**src/verilog/csi_pkg.sv**
```systemverilog
// Purpose: shared constants and types of the converter serial interface
// Assumes: APB byte addresses, 32-bit data, one register per word
// Notes: registers hold the low 16 bits, upper bits read zero
//
// Behaviour
// - serial transfers start only after the module enable bit 15 is set
// - master loads transmit words and frames at once; slave waits for sync
// - enabling sets transmit-empty and the interface flag immediately
// - first frame end sets transmit-empty and receive-full, flag raised
// - reading a receive holding register clears receive-full
// - writing a transmit holding register clears transmit-empty
// - clearing enable finishes the frame in progress, servicing continues
// - disable inside the last 3 bit clocks costs one extra frame
// - after disable no sync is driven and incoming sync is ignored
// - at final slot after disable engine goes idle, pins released
// - idle shows slot status zero while enable reads zero
// - entering idle moves pending receive words to holding, flags updated
// - sync direction bit 8: zero frame master, one frame slave
// - master drives a sync each time the frame generator restarts
// - slave multi-channel starts a frame one bit after sync sampled high
// - slave I2S starts a word one bit after either sync edge
// - slave AC-Link starts tag slot one bit after sync sampled high
// - slave runs a whole frame, ignoring sync until it completes
// - long words span consecutive enabled slots, most significant part first
// - word-size field holds word length minus one
// - buffer-length field holds words per transfer minus one
// - mode code 01 selects I2S, master sync at 50 percent duty
// - interface flag set on every buffer transfer
`default_nettype none

package csi_pkg;

    localparam logic [7:0] OFF_CTRL1 = 8'h00;
    localparam logic [7:0] OFF_CTRL2 = 8'h04;
    localparam logic [7:0] OFF_STATUS = 8'h08;
    localparam logic [7:0] OFF_TSLOT = 8'h0C;
    localparam logic [7:0] OFF_RSLOT = 8'h10;
    localparam logic [7:0] OFF_TXH = 8'h20;
    localparam logic [7:0] OFF_RXH = 8'h30;

    localparam int EN_BIT = 15;
    localparam int SDIR_BIT = 8;
    localparam int MODE_LSB = 0;
    localparam int WS_LSB = 0;
    localparam int FSG_LSB = 5;
    localparam int BUFFER_LENGTH_FIELD_LSB = 10;
    localparam int TXE_BIT = 0;
    localparam int RXF_BIT = 2;
    localparam int OVF_BIT = 3;
    localparam int SLOT_LSB = 7;
    localparam int IRQ_BIT = 15;

    localparam logic [1:0] MODE_I2S = 2'h1;
    localparam logic [4:0] STOP_MARGIN = 5'h03;
    localparam logic [3:0] SLOT_IDLE = 4'h0;

    typedef enum logic [1:0] {
        ST_IDLE = 2'b00,
        ST_WAIT = 2'b01,
        ST_RUN = 2'b10
    } state_type;

    typedef struct packed {
        logic enable;
        logic syncDir;
        logic [1:0] mode;
        logic [3:0] wordSize;
        logic [3:0] frameLen;
        logic [1:0] bufLen;
        logic [15:0] txSlots;
        logic [15:0] rxSlots;
        logic [3:0][15:0] txHold;
        logic [3:0][15:0] rxHold;
        logic [3:0][15:0] tx_holding_reg;
        logic [3:0][15:0] rx_holding_reg;
        logic txEmpty;
        logic rxFull;
        logic rxOvf;
        logic irqFlag;
        state_type state;
        logic [3:0] bitCnt;
        logic [3:0] slotCnt;
        logic [1:0] bufIdx;
        logic rxPend;
        logic [15:0] txShift;
        logic [15:0] rxShift;
        logic fsOut;
        logic fsLast;
        logic armed;
        logic pinEn;
        logic stopSeen;
        logic lateStop;
        logic [31:0] rdata;
    } core_type;

endpackage

`default_nettype wire

```
**src/verilog/pin_sync.sv**
```systemverilog
// Purpose: two-stage synchroniser with a delayed copy for edge finding
// Assumes: inputs are asynchronous to clk
// Notes: only the second stage and its copy are visible outside
`default_nettype none

module pin_sync #(
    parameter int W = 1
) (
    input wire logic clk,
    input wire logic rst,
    input wire logic [W-1:0] d,
    output logic [W-1:0] q,
    output logic [W-1:0] qLast
);

    typedef struct packed {
        logic [W-1:0] meta;
        logic [W-1:0] stable;
        logic [W-1:0] last;
    } sync_state_type;

    sync_state_type sReg, sNext;

    always_comb begin
        sNext.meta = d;
        sNext.stable = sReg.meta;
        sNext.last = sReg.stable;
    end

    always_ff @(posedge clk or posedge rst) begin
        if (rst) begin
            sReg <= '0;
        end else begin
            sReg <= sNext;
        end
    end

    assign q = sReg.stable;
    assign qLast = sReg.last;

endmodule // pin_sync

`default_nettype wire

```
**src/verilog/converter_serial_iface.sv**
```systemverilog
// Purpose: framing, start-up, shutdown and buffering of the converter link
// Assumes: bit clock from the codec, sampled by ref_clk at 100 MHz
// Notes: data changes on bit clock falling edge, sampled on rising edge
`default_nettype none

module converter_serial_iface #(
    parameter int ADDR_W = 8
) (
    input wire logic ref_clk,
    input wire logic sys_rst,
    input wire logic psel,
    input wire logic penable,
    input wire logic pwrite,
    input wire logic [ADDR_W-1:0] paddr,
    input wire logic [31:0] pwdata,
    output logic [31:0] prdata,
    output logic pready,
    output logic pslverr,
    input wire logic serialBitClock,
    input wire logic frameSyncIn,
    output logic frameSyncOut,
    output logic frameSyncOe,
    input wire logic serialDataIn,
    output logic serialDataOut,
    output logic serialDataOe,
    output logic ifaceIrq
);

    csi_pkg::core_type stReg, stNext;

    logic [2:0] pinNow, pinLast;
    logic rise, fall, syncHit, slotLast, bitLast, slotUsed;
    logic doXfer, newSlot, apbSetup, apbAcc, mapped, txRange, rxRange;
    logic [7:0] addr8;
    logic [3:0] nextSlot;
    logic [31:0] rdMux;

    // bit clock, frame sync and data in, all from the codec's domain
    pin_sync #(.W(3)) u_pins (
        .clk(ref_clk),
        .rst(sys_rst),
        .d({serialBitClock, frameSyncIn, serialDataIn}),
        .q(pinNow),
        .qLast(pinLast)
    );

    assign rise = pinNow[2] & ~pinLast[2];
    assign fall = ~pinNow[2] & pinLast[2];

    assign addr8 = 8'(paddr);
    assign apbSetup = psel & ~penable;
    assign apbAcc = psel & penable;
    assign txRange = {addr8[7:4], 4'h0} == csi_pkg::OFF_TXH && addr8[1:0] == 2'h0;
    assign rxRange = {addr8[7:4], 4'h0} == csi_pkg::OFF_RXH && addr8[1:0] == 2'h0;
    assign mapped = addr8 == csi_pkg::OFF_CTRL1 || addr8 == csi_pkg::OFF_CTRL2
        || addr8 == csi_pkg::OFF_STATUS || addr8 == csi_pkg::OFF_TSLOT
        || addr8 == csi_pkg::OFF_RSLOT || txRange || rxRange;

    // frame position
    assign bitLast = stReg.bitCnt == stReg.wordSize;
    assign slotLast = stReg.slotCnt == stReg.frameLen;
    assign slotUsed = stReg.txSlots[stReg.slotCnt] | stReg.rxSlots[stReg.slotCnt];
    assign nextSlot = slotLast ? 4'h0 : 4'(stReg.slotCnt + 4'h1);

    // I2S answers either sync edge, the other modes a high level
    assign syncHit = stReg.enable && stReg.syncDir && rise
        && (stReg.mode == csi_pkg::MODE_I2S ? pinNow[1] != stReg.fsLast
                                            : pinNow[1]);

    always_comb begin
        rdMux = 32'h0000_0000;
        if (txRange) begin
            rdMux[15:0] = stReg.txHold[addr8[3:2]];
        end else if (rxRange) begin
            rdMux[15:0] = stReg.rxHold[addr8[3:2]];
        end else begin
            case (addr8)
                csi_pkg::OFF_CTRL1: begin
                    rdMux[csi_pkg::EN_BIT] = stReg.enable;
                    rdMux[csi_pkg::SDIR_BIT] = stReg.syncDir;
                    rdMux[csi_pkg::MODE_LSB+:2] = stReg.mode;
                end
                csi_pkg::OFF_CTRL2: begin
                    rdMux[csi_pkg::WS_LSB+:4] = stReg.wordSize;
                    rdMux[csi_pkg::FSG_LSB+:4] = stReg.frameLen;
                    rdMux[csi_pkg::BUFFER_LENGTH_FIELD_LSB+:2] = stReg.bufLen;
                end
                csi_pkg::OFF_STATUS: begin
                    rdMux[csi_pkg::TXE_BIT] = stReg.txEmpty;
                    rdMux[csi_pkg::RXF_BIT] = stReg.rxFull;
                    rdMux[csi_pkg::OVF_BIT] = stReg.rxOvf;
                    rdMux[csi_pkg::SLOT_LSB+:4] = stReg.slotCnt;
                    rdMux[csi_pkg::IRQ_BIT] = stReg.irqFlag;
                end
                csi_pkg::OFF_TSLOT: rdMux[15:0] = stReg.txSlots;
                csi_pkg::OFF_RSLOT: rdMux[15:0] = stReg.rxSlots;
                default: rdMux = 32'h0000_0000;
            endcase
        end
    end

    always_comb begin
        stNext = stReg;
        doXfer = 1'b0;
        newSlot = 1'b0;

        // read data captured in the setup cycle so prdata comes from a flop
        if (apbSetup) begin
            stNext.rdata = rdMux;
        end

        if (apbAcc && pwrite && mapped) begin
            if (txRange) begin
                stNext.txHold[addr8[3:2]] = pwdata[15:0];
                stNext.txEmpty = 1'b0;
            end else begin
                case (addr8)
                    csi_pkg::OFF_CTRL1: begin
                        stNext.enable = pwdata[csi_pkg::EN_BIT];
                        stNext.syncDir = pwdata[csi_pkg::SDIR_BIT];
                        stNext.mode = pwdata[csi_pkg::MODE_LSB+:2];
                    end
                    csi_pkg::OFF_CTRL2: begin
                        stNext.wordSize = pwdata[csi_pkg::WS_LSB+:4];
                        stNext.frameLen = pwdata[csi_pkg::FSG_LSB+:4];
                        stNext.bufLen = pwdata[csi_pkg::BUFFER_LENGTH_FIELD_LSB+:2];
                    end
                    // write one to clear the interface flag
                    csi_pkg::OFF_STATUS: begin
                        stNext.irqFlag = stReg.irqFlag & ~pwdata[csi_pkg::IRQ_BIT];
                    end
                    csi_pkg::OFF_TSLOT: stNext.txSlots = pwdata[15:0];
                    csi_pkg::OFF_RSLOT: stNext.rxSlots = pwdata[15:0];
                    default: ;
                endcase
            end
        end

        if (apbAcc && !pwrite && rxRange) begin
            stNext.rxFull = 1'b0;
            stNext.rxOvf = 1'b0;
        end

        case (stReg.state)
            csi_pkg::ST_IDLE: begin
                stNext.slotCnt = csi_pkg::SLOT_IDLE;
                stNext.pinEn = 1'b0;
                stNext.fsOut = 1'b0;
                if (stReg.enable) begin
                    // both roles load now; a slave just holds them until sync
                    stNext.tx_holding_reg = stReg.txHold;
                    stNext.txEmpty = 1'b1;
                    stNext.irqFlag = 1'b1;
                    stNext.bitCnt = 4'h0;
                    stNext.bufIdx = 2'h0;
                    stNext.armed = 1'b0;
                    stNext.stopSeen = 1'b0;
                    stNext.lateStop = 1'b0;
                    stNext.pinEn = 1'b1;
                    stNext.state = csi_pkg::ST_WAIT;
                end
            end
            csi_pkg::ST_WAIT: begin
                if (rise) begin
                    stNext.fsLast = pinNow[1];
                    if (syncHit) begin
                        stNext.armed = 1'b1;
                    end
                end
                if (!stReg.enable) begin
                    // nothing in flight, so stop at once
                    stNext.state = csi_pkg::ST_IDLE;
                    stNext.armed = 1'b0;
                    stNext.fsOut = 1'b0;
                end else if (fall && stReg.armed) begin
                    stNext.state = csi_pkg::ST_RUN;
                    stNext.armed = 1'b0;
                    stNext.bitCnt = 4'h0;
                    stNext.slotCnt = 4'h0;
                    stNext.fsOut = 1'b0;
                    newSlot = 1'b1;
                end else if (fall && !stReg.syncDir) begin
                    // one sync bit ahead of the first frame
                    stNext.fsOut = stReg.mode != csi_pkg::MODE_I2S;
                    stNext.armed = 1'b1;
                end
            end
            csi_pkg::ST_RUN: begin
                if (rise) begin
                    stNext.rxShift = {stReg.rxShift[14:0], pinNow[0]};
                    stNext.fsLast = pinNow[1];
                    // sync only counts in the frame's final bit
                    if (syncHit && slotLast && bitLast) begin
                        stNext.armed = 1'b1;
                    end
                end
                if (fall) begin
                    if (!stReg.enable && !stReg.stopSeen) begin
                        stNext.stopSeen = 1'b1;
                        stNext.lateStop = slotLast
                            && {1'b0, stReg.bitCnt} + csi_pkg::STOP_MARGIN
                               > {1'b0, stReg.wordSize};
                    end
                    if (!bitLast) begin
                        stNext.bitCnt = 4'(stReg.bitCnt + 4'h1);
                        stNext.txShift = {stReg.txShift[14:0], 1'b0};
                        if (stReg.enable && !stReg.syncDir
                            && stReg.bitCnt + 4'h1 == stReg.wordSize) begin
                            if (stReg.mode == csi_pkg::MODE_I2S) begin
                                stNext.fsOut = nextSlot[0];
                            end else begin
                                stNext.fsOut = slotLast;
                            end
                            if (slotLast) begin
                                stNext.armed = 1'b1;
                            end
                        end
                    end else begin
                        stNext.bitCnt = 4'h0;
                        if (stReg.mode != csi_pkg::MODE_I2S) begin
                            stNext.fsOut = 1'b0;
                        end
                        if (slotUsed) begin
                            if (stReg.rxSlots[stReg.slotCnt]) begin
                                stNext.rx_holding_reg[stReg.bufIdx] = stReg.rxShift
                                    & (16'hFFFF >> (4'hF - stReg.wordSize));
                                stNext.rxPend = 1'b1;
                            end
                            stNext.bufIdx = 2'(stReg.bufIdx + 2'h1);
                            if (stReg.bufIdx == stReg.bufLen) begin
                                doXfer = 1'b1;
                            end
                        end
                        if (!slotLast) begin
                            stNext.slotCnt = nextSlot;
                            newSlot = 1'b1;
                        end else begin
                            if (stNext.bufIdx != 2'h0) begin
                                doXfer = 1'b1;
                            end
                            stNext.slotCnt = 4'h0;
                            if (!stReg.enable && !stNext.lateStop) begin
                                stNext.state = csi_pkg::ST_IDLE;
                                stNext.pinEn = 1'b0;
                                stNext.armed = 1'b0;
                                stNext.fsOut = 1'b0;
                                if (stNext.rxPend) begin
                                    doXfer = 1'b1;
                                end
                            end else if (!stReg.enable) begin
                                // disabled too late: one more frame, no sync
                                stNext.lateStop = 1'b0;
                                newSlot = 1'b1;
                            end else if (stNext.armed) begin
                                stNext.armed = 1'b0;
                                newSlot = 1'b1;
                            end else begin
                                stNext.state = csi_pkg::ST_WAIT;
                            end
                        end
                    end
                end
            end
            default: begin
                stNext.state = csi_pkg::ST_IDLE;
            end
        endcase

        // buffer transfer: set wins over any software clear this cycle
        if (doXfer) begin
            stNext.tx_holding_reg = stReg.txHold;
            stNext.bufIdx = 2'h0;
            if (stReg.txSlots != 16'h0000) begin
                stNext.txEmpty = 1'b1;
            end
            if (stNext.rxPend) begin
                stNext.rxHold = stNext.rx_holding_reg;
                stNext.rxOvf = stNext.rxOvf | stReg.rxFull;
                stNext.rxFull = 1'b1;
                stNext.rxPend = 1'b0;
            end
            stNext.irqFlag = 1'b1;
        end

        // right-justified word, sent most significant bit first
        if (newSlot) begin
            if (stReg.txSlots[stNext.slotCnt]) begin
                stNext.txShift = stNext.tx_holding_reg[stNext.bufIdx]
                    << (4'hF - stReg.wordSize);
            end else begin
                stNext.txShift = 16'h0000;
            end
        end
    end

    always_ff @(posedge ref_clk or posedge sys_rst) begin
        if (sys_rst) begin
            stReg <= '0;
        end else begin
            stReg <= stNext;
        end
    end

    // no wait states: read data settles in the setup cycle
    assign pready = apbAcc;
    assign pslverr = apbAcc & ~mapped;
    assign prdata = stReg.rdata;
    assign frameSyncOut = stReg.fsOut;
    assign frameSyncOe = stReg.pinEn & ~stReg.syncDir;
    assign serialDataOut = stReg.txShift[15];
    assign serialDataOe = stReg.pinEn;
    assign ifaceIrq = stReg.irqFlag;
endmodule // converter_serial_iface

`default_nettype wire

```
**config.mk**
```make
export PLATFORM = sky130hd
export DESIGN_NAME = converter_serial_iface
export DESIGN_NICKNAME = d
export VERILOG_FILES = /design/src/verilog/csi_pkg.sv /design/src/verilog/pin_sync.sv /design/src/verilog/converter_serial_iface.sv
export SDC_FILE = /design/constraint.sdc
export NUM_CORES = 1
export LEC_CHECK = 0
export BUFFER_PORTS_ARGS = -buffer_cell sky130_fd_sc_hd__clkbuf_2
export CAP_MARGIN = 25
export CORE_AREA = 2 2 160 318
export CTS_BUF_LIST = sky130_fd_sc_hd__clkbuf_8
export CTS_CLUSTER_SIZE = 25
export DETAILED_ROUTE_END_ITERATION = 10
export DIE_AREA = 0 0 162 320
export PLACE_DENSITY_LB_ADDON = 0.25
export SETUP_SLACK_MARGIN = 0.05
export SLEW_MARGIN = 10
export SYNTH_ARGS = -nofsm -noshare
export SYNTH_HDL_FRONTEND = slang
export SYNTH_SLANG_ARGS = --single-unit
```
**constraint.sdc**
```tcl
create_clock -name ref_clk -period 10.7 [get_ports ref_clk]
set_input_delay 1.07 -clock ref_clk [delete_from_list [all_inputs] [get_ports ref_clk]]
set_output_delay 1.07 -clock ref_clk [all_outputs]
set_load 0.05 [all_outputs]
```
==> results of run 1 <==
final timing paths:
| check | startpoint | to | slack [ps] | depth (start not counted) |
|---|---|---|---|---|
| worst min register to register | u_pins.sNext[3] | u_pins.q[0] | 350 | 0 |
| max in group asynchronous | sys_rst | stReg[252] | 8140 | 4 |
| worst min-delay path | u_pins.sNext[3] | u_pins.q[0] | 350 | 0 |
| worst max-delay path | stReg[381] | serialDataOut | 4850 | 12 |
| min in group asynchronous | sys_rst | stReg[153] | 380 | 2 |
| worst max register to register | stReg[381] | serialDataOut | 4850 | 12 |
layout make-up:
class / instances / area [µm²] / share of cell area
Tap cell: 643 / 805 / 0.0375
Inverter: 35 / 135 / 0.00629
Clock buffer: 69 / 950 / 0.0442
Sequential cell: 380 / 9510 / 0.443
Antenna cell: 1 / 2.50 / 0.000117
Timing Repair Buffer: 86 / 618 / 0.0288
Multi-Input combinational cell: 1182 / 9280 / 0.432
Clock inverter: 32 / 176 / 0.00822
metal layers:
| layer | routed length [µm] | GRT usage |
|---|---|---|
| met1 | 20900 | 0.248 |
| met2 | 31400 | 0.423 |
| met3 | 2760 | 0.0315 |
| met4 | 5740 | 0.190 |
| met5 | 0 | 0 |
sequential cells by signal (all words and copies together), names as in the netlist:
name           cells
serialDataOut      1
ifaceIrq           1
frameSyncOut       1
u_pins.qLast       1
serialDataOe       1
u_pins.q           3
u_pins.sNext       3
stReg            353
prdata            16
cells by family after synthesis:
group / share of synthesized area
buffers and inverters: 0.0442
AOI/OAI and AO/OA: 0.125
and+or+nand+nor: 0.101
xor gates and xnor gates: 0.00716
muxes: 0.227
DFF: 0.486
adders and majority gates: 0.00959
other: 0.000192
where the power goes:
group          internal [W]   total, W  switching, W
logic             0.0000181  0.0000978     0.0000798
clock network      0.000607    0.00120      0.000589
registers           0.00144    0.00144    0.00000299
total               0.00207    0.00274      0.000672
synth_stat cells, types with 15 or more instances:
cell type,n
sky130_fd_sc_hd__mux4_2,50
sky130_fd_sc_hd__ha_1,15
sky130_fd_sc_hd__o21ai_0,131
sky130_fd_sc_hd__nand2_1,205
sky130_fd_sc_hd__inv_1,33
sky130_fd_sc_hd__mux2_2,273
sky130_fd_sc_hd__clkbuf_1,90
sky130_fd_sc_hd__buf_4,32
sky130_fd_sc_hd__nor2_1,84
sky130_fd_sc_hd__a21oi_1,54
sky130_fd_sc_hd__nand3_1,32
sky130_fd_sc_hd__dfrtp_1,380
sky130_fd_sc_hd__nor3_1,24
stage by stage:
step	utilization	instances	total power [W]	cell area, µm²
3_5_place_dp	0.413	2325	0.00157	20300
4_1_cts	0.436	2426	0.00277	21500
5_1_grt	0.436	2428	0.00284	21500
6_report	0.436	2428	0.00274	21500
2_1_floorplan	-	1740	0.00154	19600
3_3_place_gp	0.411	2320	0.00157	20200
==> results by stage, run 1 <==
Clocking:
- CTS built an H-tree with a depth of 2.
- For this design, the CTS-stage hold fixing added 0 buffers.
- The number of CTS-inserted buffers is 54.
- After clock tree synthesis, the clock-pin slew on the worst setup and hold paths is 70 ps.
- In this run the deepest clock path goes through 3 buffers.
- The clock latency on the worst-skew pair is 650 ps.
- The tree built by TritonCTS fans out to 380 sinks.
- The number of setup buffers added after CTS is 0.
- The post-cts resize count is 0.
- The root buffer selected by CTS is sky130_fd_sc_hd__clkbuf_8.
- TritonCTS built the clock tree.

Setup path:
- In this design, the stage delay of the slowest critical-path cell is 1010 ps.
- Data arrives at the worst endpoint at 6410 ps.
- The top fanout value on the critical path is 54.
- The top cell family by delay on the critical path is simple AND/OR/NAND/NOR gates.
- Together, buffers and inverters on the worst path number 1.
- Traced cell by cell, the critical path runs through ha_1 > nor4_2 > nand2_1 > nand4b_1 > o221a_2 > nand2_2 > buf_4 > mux2i_1 > o311ai_1 > mux4_2 > a2111oi_2 > o31ai_1.
- The critical path required time is 11250 ps.
- The capturing element type of the critical path is a register.
- The master of the slowest instance on the critical path is sky130_fd_sc_hd__dfrtp_1.
- The kind of start point of the critical path is a register.
- The critical path is of the register to register type.

Logic synthesis:
- Sorting the synthesized cells by area gives the leading types as sky130_fd_sc_hd__dfrtp_1 (49%), sky130_fd_sc_hd__mux2_2 (16%), sky130_fd_sc_hd__mux4_2 (5.8%), sky130_fd_sc_hd__nand2_1 (3.9%), sky130_fd_sc_hd__o21ai_0 (3.3%).
- For this run, the number of Yosys warnings is 0.
- The synthesized design contains 0 enable-type register cells.
- The area of the mapped netlist is 19600 µm².
- The share of async-settable or async-resettable flops after synthesis is 1.00.
- The post-synthesis register bit count is 380.
- The share of the Yosys chip area taken by registers is 0.486.
- The instance count of the mapped netlist is 1725.
- The primary flip-flop cell chosen by synthesis mapping is sky130_fd_sc_hd__dfrtp_1.
- The biggest area contributor in the post-synthesis netlist is sky130_fd_sc_hd__dfrtp_1.
- The post-synthesis area per instance is 11.3 µm².
- The area fraction of the dominant cell type after synthesis is 0.486.
- In this run, distinct cell masters in the synthesized netlist total 99.

Power:
- The power density over cell area is 127 nW/µm².
- In this run the static leakage power is 10.1 nW.
- The worst voltage drop across the vdd grid is 0.0989 mV.

Routing:
- The starting DRC count in detailed routing is 1087.
- The number of iterations in the first detailed-routing pass is 5.
- In this run the remaining antenna-violating nets after routing total 0.
- The total wire length is 60700 µm.
- The average wire length per cell after detail routing is 25.0 µm.
- The detail-routed via count per cell is 5.88.
- The post-detailed-route DRC marker count is 0.
- The total number of vias is 14300.

Die:
- The die is 320 µm tall.
- In this run the core area contains 115 standard-cell rows.
- The core footprint is 49200 µm².
- The effective utilization at floorplan is 0.398.
- The die covers 51800 µm².
- The die extent in x is 162 µm.
- For this design the top-level I/O count stands at 87.

Layout:
- Of the cells placed in the final design, the portion with a size suffix greater than 1 is 0.296.
- The library cell used most frequently in the layout, excluding fill and tap cells, is sky130_fd_sc_hd__dfrtp_1.
- Leaving out fill and tap cells, the most frequent cells in the layout are sky130_fd_sc_hd__dfrtp_1 (380), sky130_fd_sc_hd__mux2_2 (273), sky130_fd_sc_hd__nand2_1 (204).
- The total number of nets in the final design is 1802.
- The number of filler cells placed in the layout is 4649.
- The area growth from synthesis to layout is 9.70%.

Run:
- The number of violations of the max-capacitance limit is 0.

Place:
- OpenSTA, run right after detailed placement, puts the worst setup slack at 4840 ps.
- The congestion estimate from routability-driven global placement came to 0.891.
- The quantity of I/O buffers inserted on ports is 54.
- The HPWL reported at the end of detailed placement is 43200 µm.

Timing:
- The max-slew violation count is 0.
- The tightest slew margin relative to the limit is 0.251.
- Setup repair after global routing left no endpoint under its margin.
- The final hold slack is 352 ps.
- After layout, the worst setup slack is 4850 ps.
- The number of setup violations in the final report is 0.
- The achievable clock frequency is 171 MHz.
- At the pin with the least slew margin, the transition time is 1120 ps.
- The hold violation total from the final report is 0.
- Subtracting the final worst setup slack from the clock period gives 5850 ps.
- The clock arrives with 37.1 ps of skew.
- The final cycle utilization of the critical path is 0.547.
- The post-route setup TNS is 0 ps.

Run status:
- The flow ran to the end, and the final reports show no timing, DRC or antenna violations.

GRT:
- The total track usage is 0.238.
- Entering global routing, the biggest net connects 193 pins.
- The wire length of the first global-routing pass is 92900 µm.
- The initial antenna violation count came to 1.
- The number of global-route vias before repair was 14800.
- Global routing finished with a remaining overflow of 0.

Worst hold path:
- The tightest min-delay check is of the register to register type.
No activity file was read; power rests on OpenSTA's default activity.
==> run 2: changes to the inputs <==
==> constraint.sdc (replaced) <==
create_clock -name ref_clk -period 5.5 [get_ports ref_clk]
set_input_delay 0.55 -clock ref_clk [delete_from_list [all_inputs] [get_ports ref_clk]]
set_output_delay 0.55 -clock ref_clk [all_outputs]
set_load 0.05 [all_outputs]
==> run 2 against run 1 <==
Compared with the run above:
- die area is the same
- critical endpoint is now stReg[65]
- sequential power is 95% higher
- via count down 0.69%
- largest cell class unchanged
- largest power group unchanged
- first-iteration DRC count down 7.9%
- design area up 0.72%
- non-clock buffer count rose by 23
==> results by stage, run 2 (synthesized netlist as in run 1, its figures left out) <==
Timing:
- The final cycle utilization of the critical path is 0.927.
- The max-slew violation count was 0.
- For the final routed database, the setup TNS stands at 0 ps.
- The actual transition at the worst max-transition pin is 1080 ps.
- The number of setup violations in the final report is 0.
- The achievable clock frequency is 196 MHz.
- The final setup skew is 24.7 ps.
- The clock period could shrink to 5100 ps.
- The hold violation total from the final report is 0.
- Setup repair after global routing left no endpoint under its margin.
- Headroom to the max-slew limit came out at 0.282.

Clocking:
- The clock drives 380 sinks.
- In this run, CTS created clock tree buffers numbering 54.
- The root buffer selected by CTS is sky130_fd_sc_hd__clkbuf_8.
- The number of H-tree levels is 2.
- Once the clock tree was built, the resizer swapped 0 gates to a different size.
- Clock-pin slew was measured on the worst setup and hold paths at 80 ps.
- The CTS tree is done.
- Counting along the longest clock path gives a buffer depth of 3.
- For the worst-skew pair, the clock arrives at the later sink with an insertion delay of 640 ps.

Setup path:
- The worst endpoint data arrival time is 5630 ps.
- In this design, the stage delay of the slowest critical-path cell is 600 ps.
- The master of the slowest instance on the critical path is sky130_fd_sc_hd__dfrtp_1.
- The cell that appears most often on the critical path is sky130_fd_sc_hd__mux4_2.
- STA classifies the critical path startpoint as a register.
- The number of cells on the critical path is 13.
- The depth of the worst register-to-register path is 13.
- The top cell family by delay on the critical path is multiplexers.
- STA classifies the critical path endpoint as a register.
- Together, buffers and inverters on the worst path number 2.
- Of all nets on the critical path, the largest fanout is 18.
- Traced cell by cell, the critical path runs through buf_4 > mux4_2 > mux2i_1 > nand4_2 > and3_1 > nor3_4 > buf_12 > mux4_2 > and2_1 > a31oi_1 > a21oi_1 > mux4_2 > a32o_1.
- The critical path is of the register to register type.
- For the worst setup path, the data required time is 6030 ps.

Routing:
- The number of iterations in the first detailed-routing pass is 5.
- The post-detailed-route DRC marker count is 0.
- The total number of vias is 14200.
- The count of nets left with antenna violations once routing finished came out at 0.
- Using the TritonRoute via totals, the vias-per-cell ratio works out to 5.79.
- The average wire length per cell after detail routing is 24.8 µm.
- The detailed router finished its first iteration with 1001 violations.
- The total wire length is 60800 µm.

Power:
- The total internal power is 0.00415 W.
- IR analysis of the VDD net gives a maximum drop of 0.202 mV.
- The share of power burned in combinational logic is 0.035.
- The proportion of total power due to net switching is 0.237.
- In this run the power spent charging and discharging nets is 0.00129 W.
- The power density over cell area is 252 nW/µm².
- The sequential group share of total power is 0.516.
- The static leakage is 10.2 nW.
- Of the total power, the clock network draws 0.448.

Die:
- The core region is 49200 µm².
- The area of the die is 51800 µm².
- The floorplan has 115 rows.
- The floorplan step set the die height to 320 µm.
- The die extent in x is 162 µm.
- For this configuration, the core starts out at a cell density of 0.398.
- 87 I/O pins were placed.

Layout:
- stReg holds more flip-flops than any other register.
- The fraction of layout cells with a size suffix above 1 is 0.303.
- The register with the most flip-flops in the layout has 353 of them.
- Leaving out fill and tap cells, the most frequent cells in the layout are sky130_fd_sc_hd__dfrtp_1 (380), sky130_fd_sc_hd__mux2_2 (273), sky130_fd_sc_hd__nand2_1 (204).
- The final cell count without fillers is 2447.
- The net count of the finished layout is 1825.
- The most common cell after layout, fill and taps aside is sky130_fd_sc_hd__dfrtp_1.
- The area growth from synthesis to layout is 10.5%.
- The number of filler cells placed in the layout is 4659.
- The area of all placed cells without fillers is 21600 µm².

GRT:
- The initial antenna violation count was 2.
- The number of global-route vias before repair is 14600.
- The maximum number of pins on one net before global-route repair is 181.
- The wire length of the first global-routing pass is 91900 µm.
- Across every metal layer, demand over resource in global routing totals 0.236.
- Summed over all layers, the global routing overflow is 0.

Place:
- The HPWL reported at the end of detailed placement is 44300 µm.
- The placed instance count is 2344.
- The final weighted congestion of routability-driven global placement is 0.923.
- The quantity of I/O buffers inserted on ports is 54.
- The placed cell area is 20400 µm².

Run:
- The number of violations of the max-capacitance limit is 0.

Worst hold path:
- The kind of path behind the tightest hold check is input port to register.
- Along the worst hold path, the cell count comes to 4.

Run status:
- The run finished with clean final reports.
[run 2: changes by cell type in the layout (fill, tap and decap cells not counted)]
cell,before,now
sky130_fd_sc_hd__inv_6,1,0
sky130_fd_sc_hd__clkinvlp_4,3,2
sky130_fd_sc_hd__inv_8,0,1
sky130_fd_sc_hd__clkinv_4,1,0
sky130_fd_sc_hd__buf_4,25,48
sky130_fd_sc_hd__buf_8,2,1
sky130_fd_sc_hd__dlygate4sd3_1,0,4
sky130_fd_sc_hd__buf_12,1,2
sky130_fd_sc_hd__inv_1,49,45
sky130_fd_sc_hd__clkinv_2,10,12
sky130_fd_sc_hd__clkbuf_8,69,65
sky130_fd_sc_hd__bufinv_16,1,5
sky130_fd_sc_hd__buf_16,4,0
[run 2: stage by stage]
step / power [W] / utilization / setup slack [ps] / hold WS, ps
final: 0.00544 / 0.440 / 401 / 282
after global routing: 0.00564 / 0.440 / 212 / 290
after CTS: 0.00551 / 0.439 / 426 / 241
after detailed placement: 0.00306 / 0.415 / 451 / 335
after global placement: 0.00305 / 0.415 / 561 / 332
after floorplan: 0.00299 / - / -156 / 331
[run 2: final timing paths]
kind                       slack [ps]     endpoint             from
max reg2reg                       400    stReg[65]        stReg[73]
min in group asynchronous         520   stReg[342]          sys_rst
min                               280    stReg[85]           pwrite
min reg2reg                       350  u_pins.q[1]  u_pins.sNext[4]
max in group asynchronous        3550   stReg[104]          sys_rst
max                               400    stReg[65]        stReg[73]
[run 2: power by group through the flow]
stage	combinational [W]	clock, W	sequential, W
3_5_place_dp	0.000195	0	0.00286
2_1_floorplan	0.000129	0	0.00286
4_1_cts	0.000197	0.00251	0.00281
5_1_grt	0.000211	0.00262	0.00281
3_3_place_gp	0.000192	0	0.00286
6_report	0.000193	0.00244	0.00281
[run 2: area by class of cell]
class	count	area [µm²]	area share
clock buffers	65	895	0.0414
well taps	643	805	0.0372
clock inverters	32	278	0.0128
diodes	1	2.50	0.000116
flip-flops and latches	380	9510	0.440
inverters	35	135	0.00625
multi-input cells	1182	9280	0.429
repair buffers	109	726	0.0336
[run 2: tightest hold or removal path, stage by stage]
cell                       delay (ps)
sky130_fd_sc_hd__clkbuf_2         100
sky130_fd_sc_hd__nand3b_1         130
sky130_fd_sc_hd__nand2_1           60
sky130_fd_sc_hd__nand2_1           50
[run 2: per-layer routing]
metal  vias up  global-route usage  share of wire
li1       6345                   -              -
met1      7195               0.250           0.35
met2       451               0.420           0.52
met3       185              0.0306          0.040
met4         0               0.184          0.092
met5         -                   0              0
[run 2: timing repair]
action                                 in CTS  in global routing
endpoints found under the hold margin      22                  0
hold buffers                                4                  0
buffers inserted                            0                  0
setup endpoints to repair                   0                  0
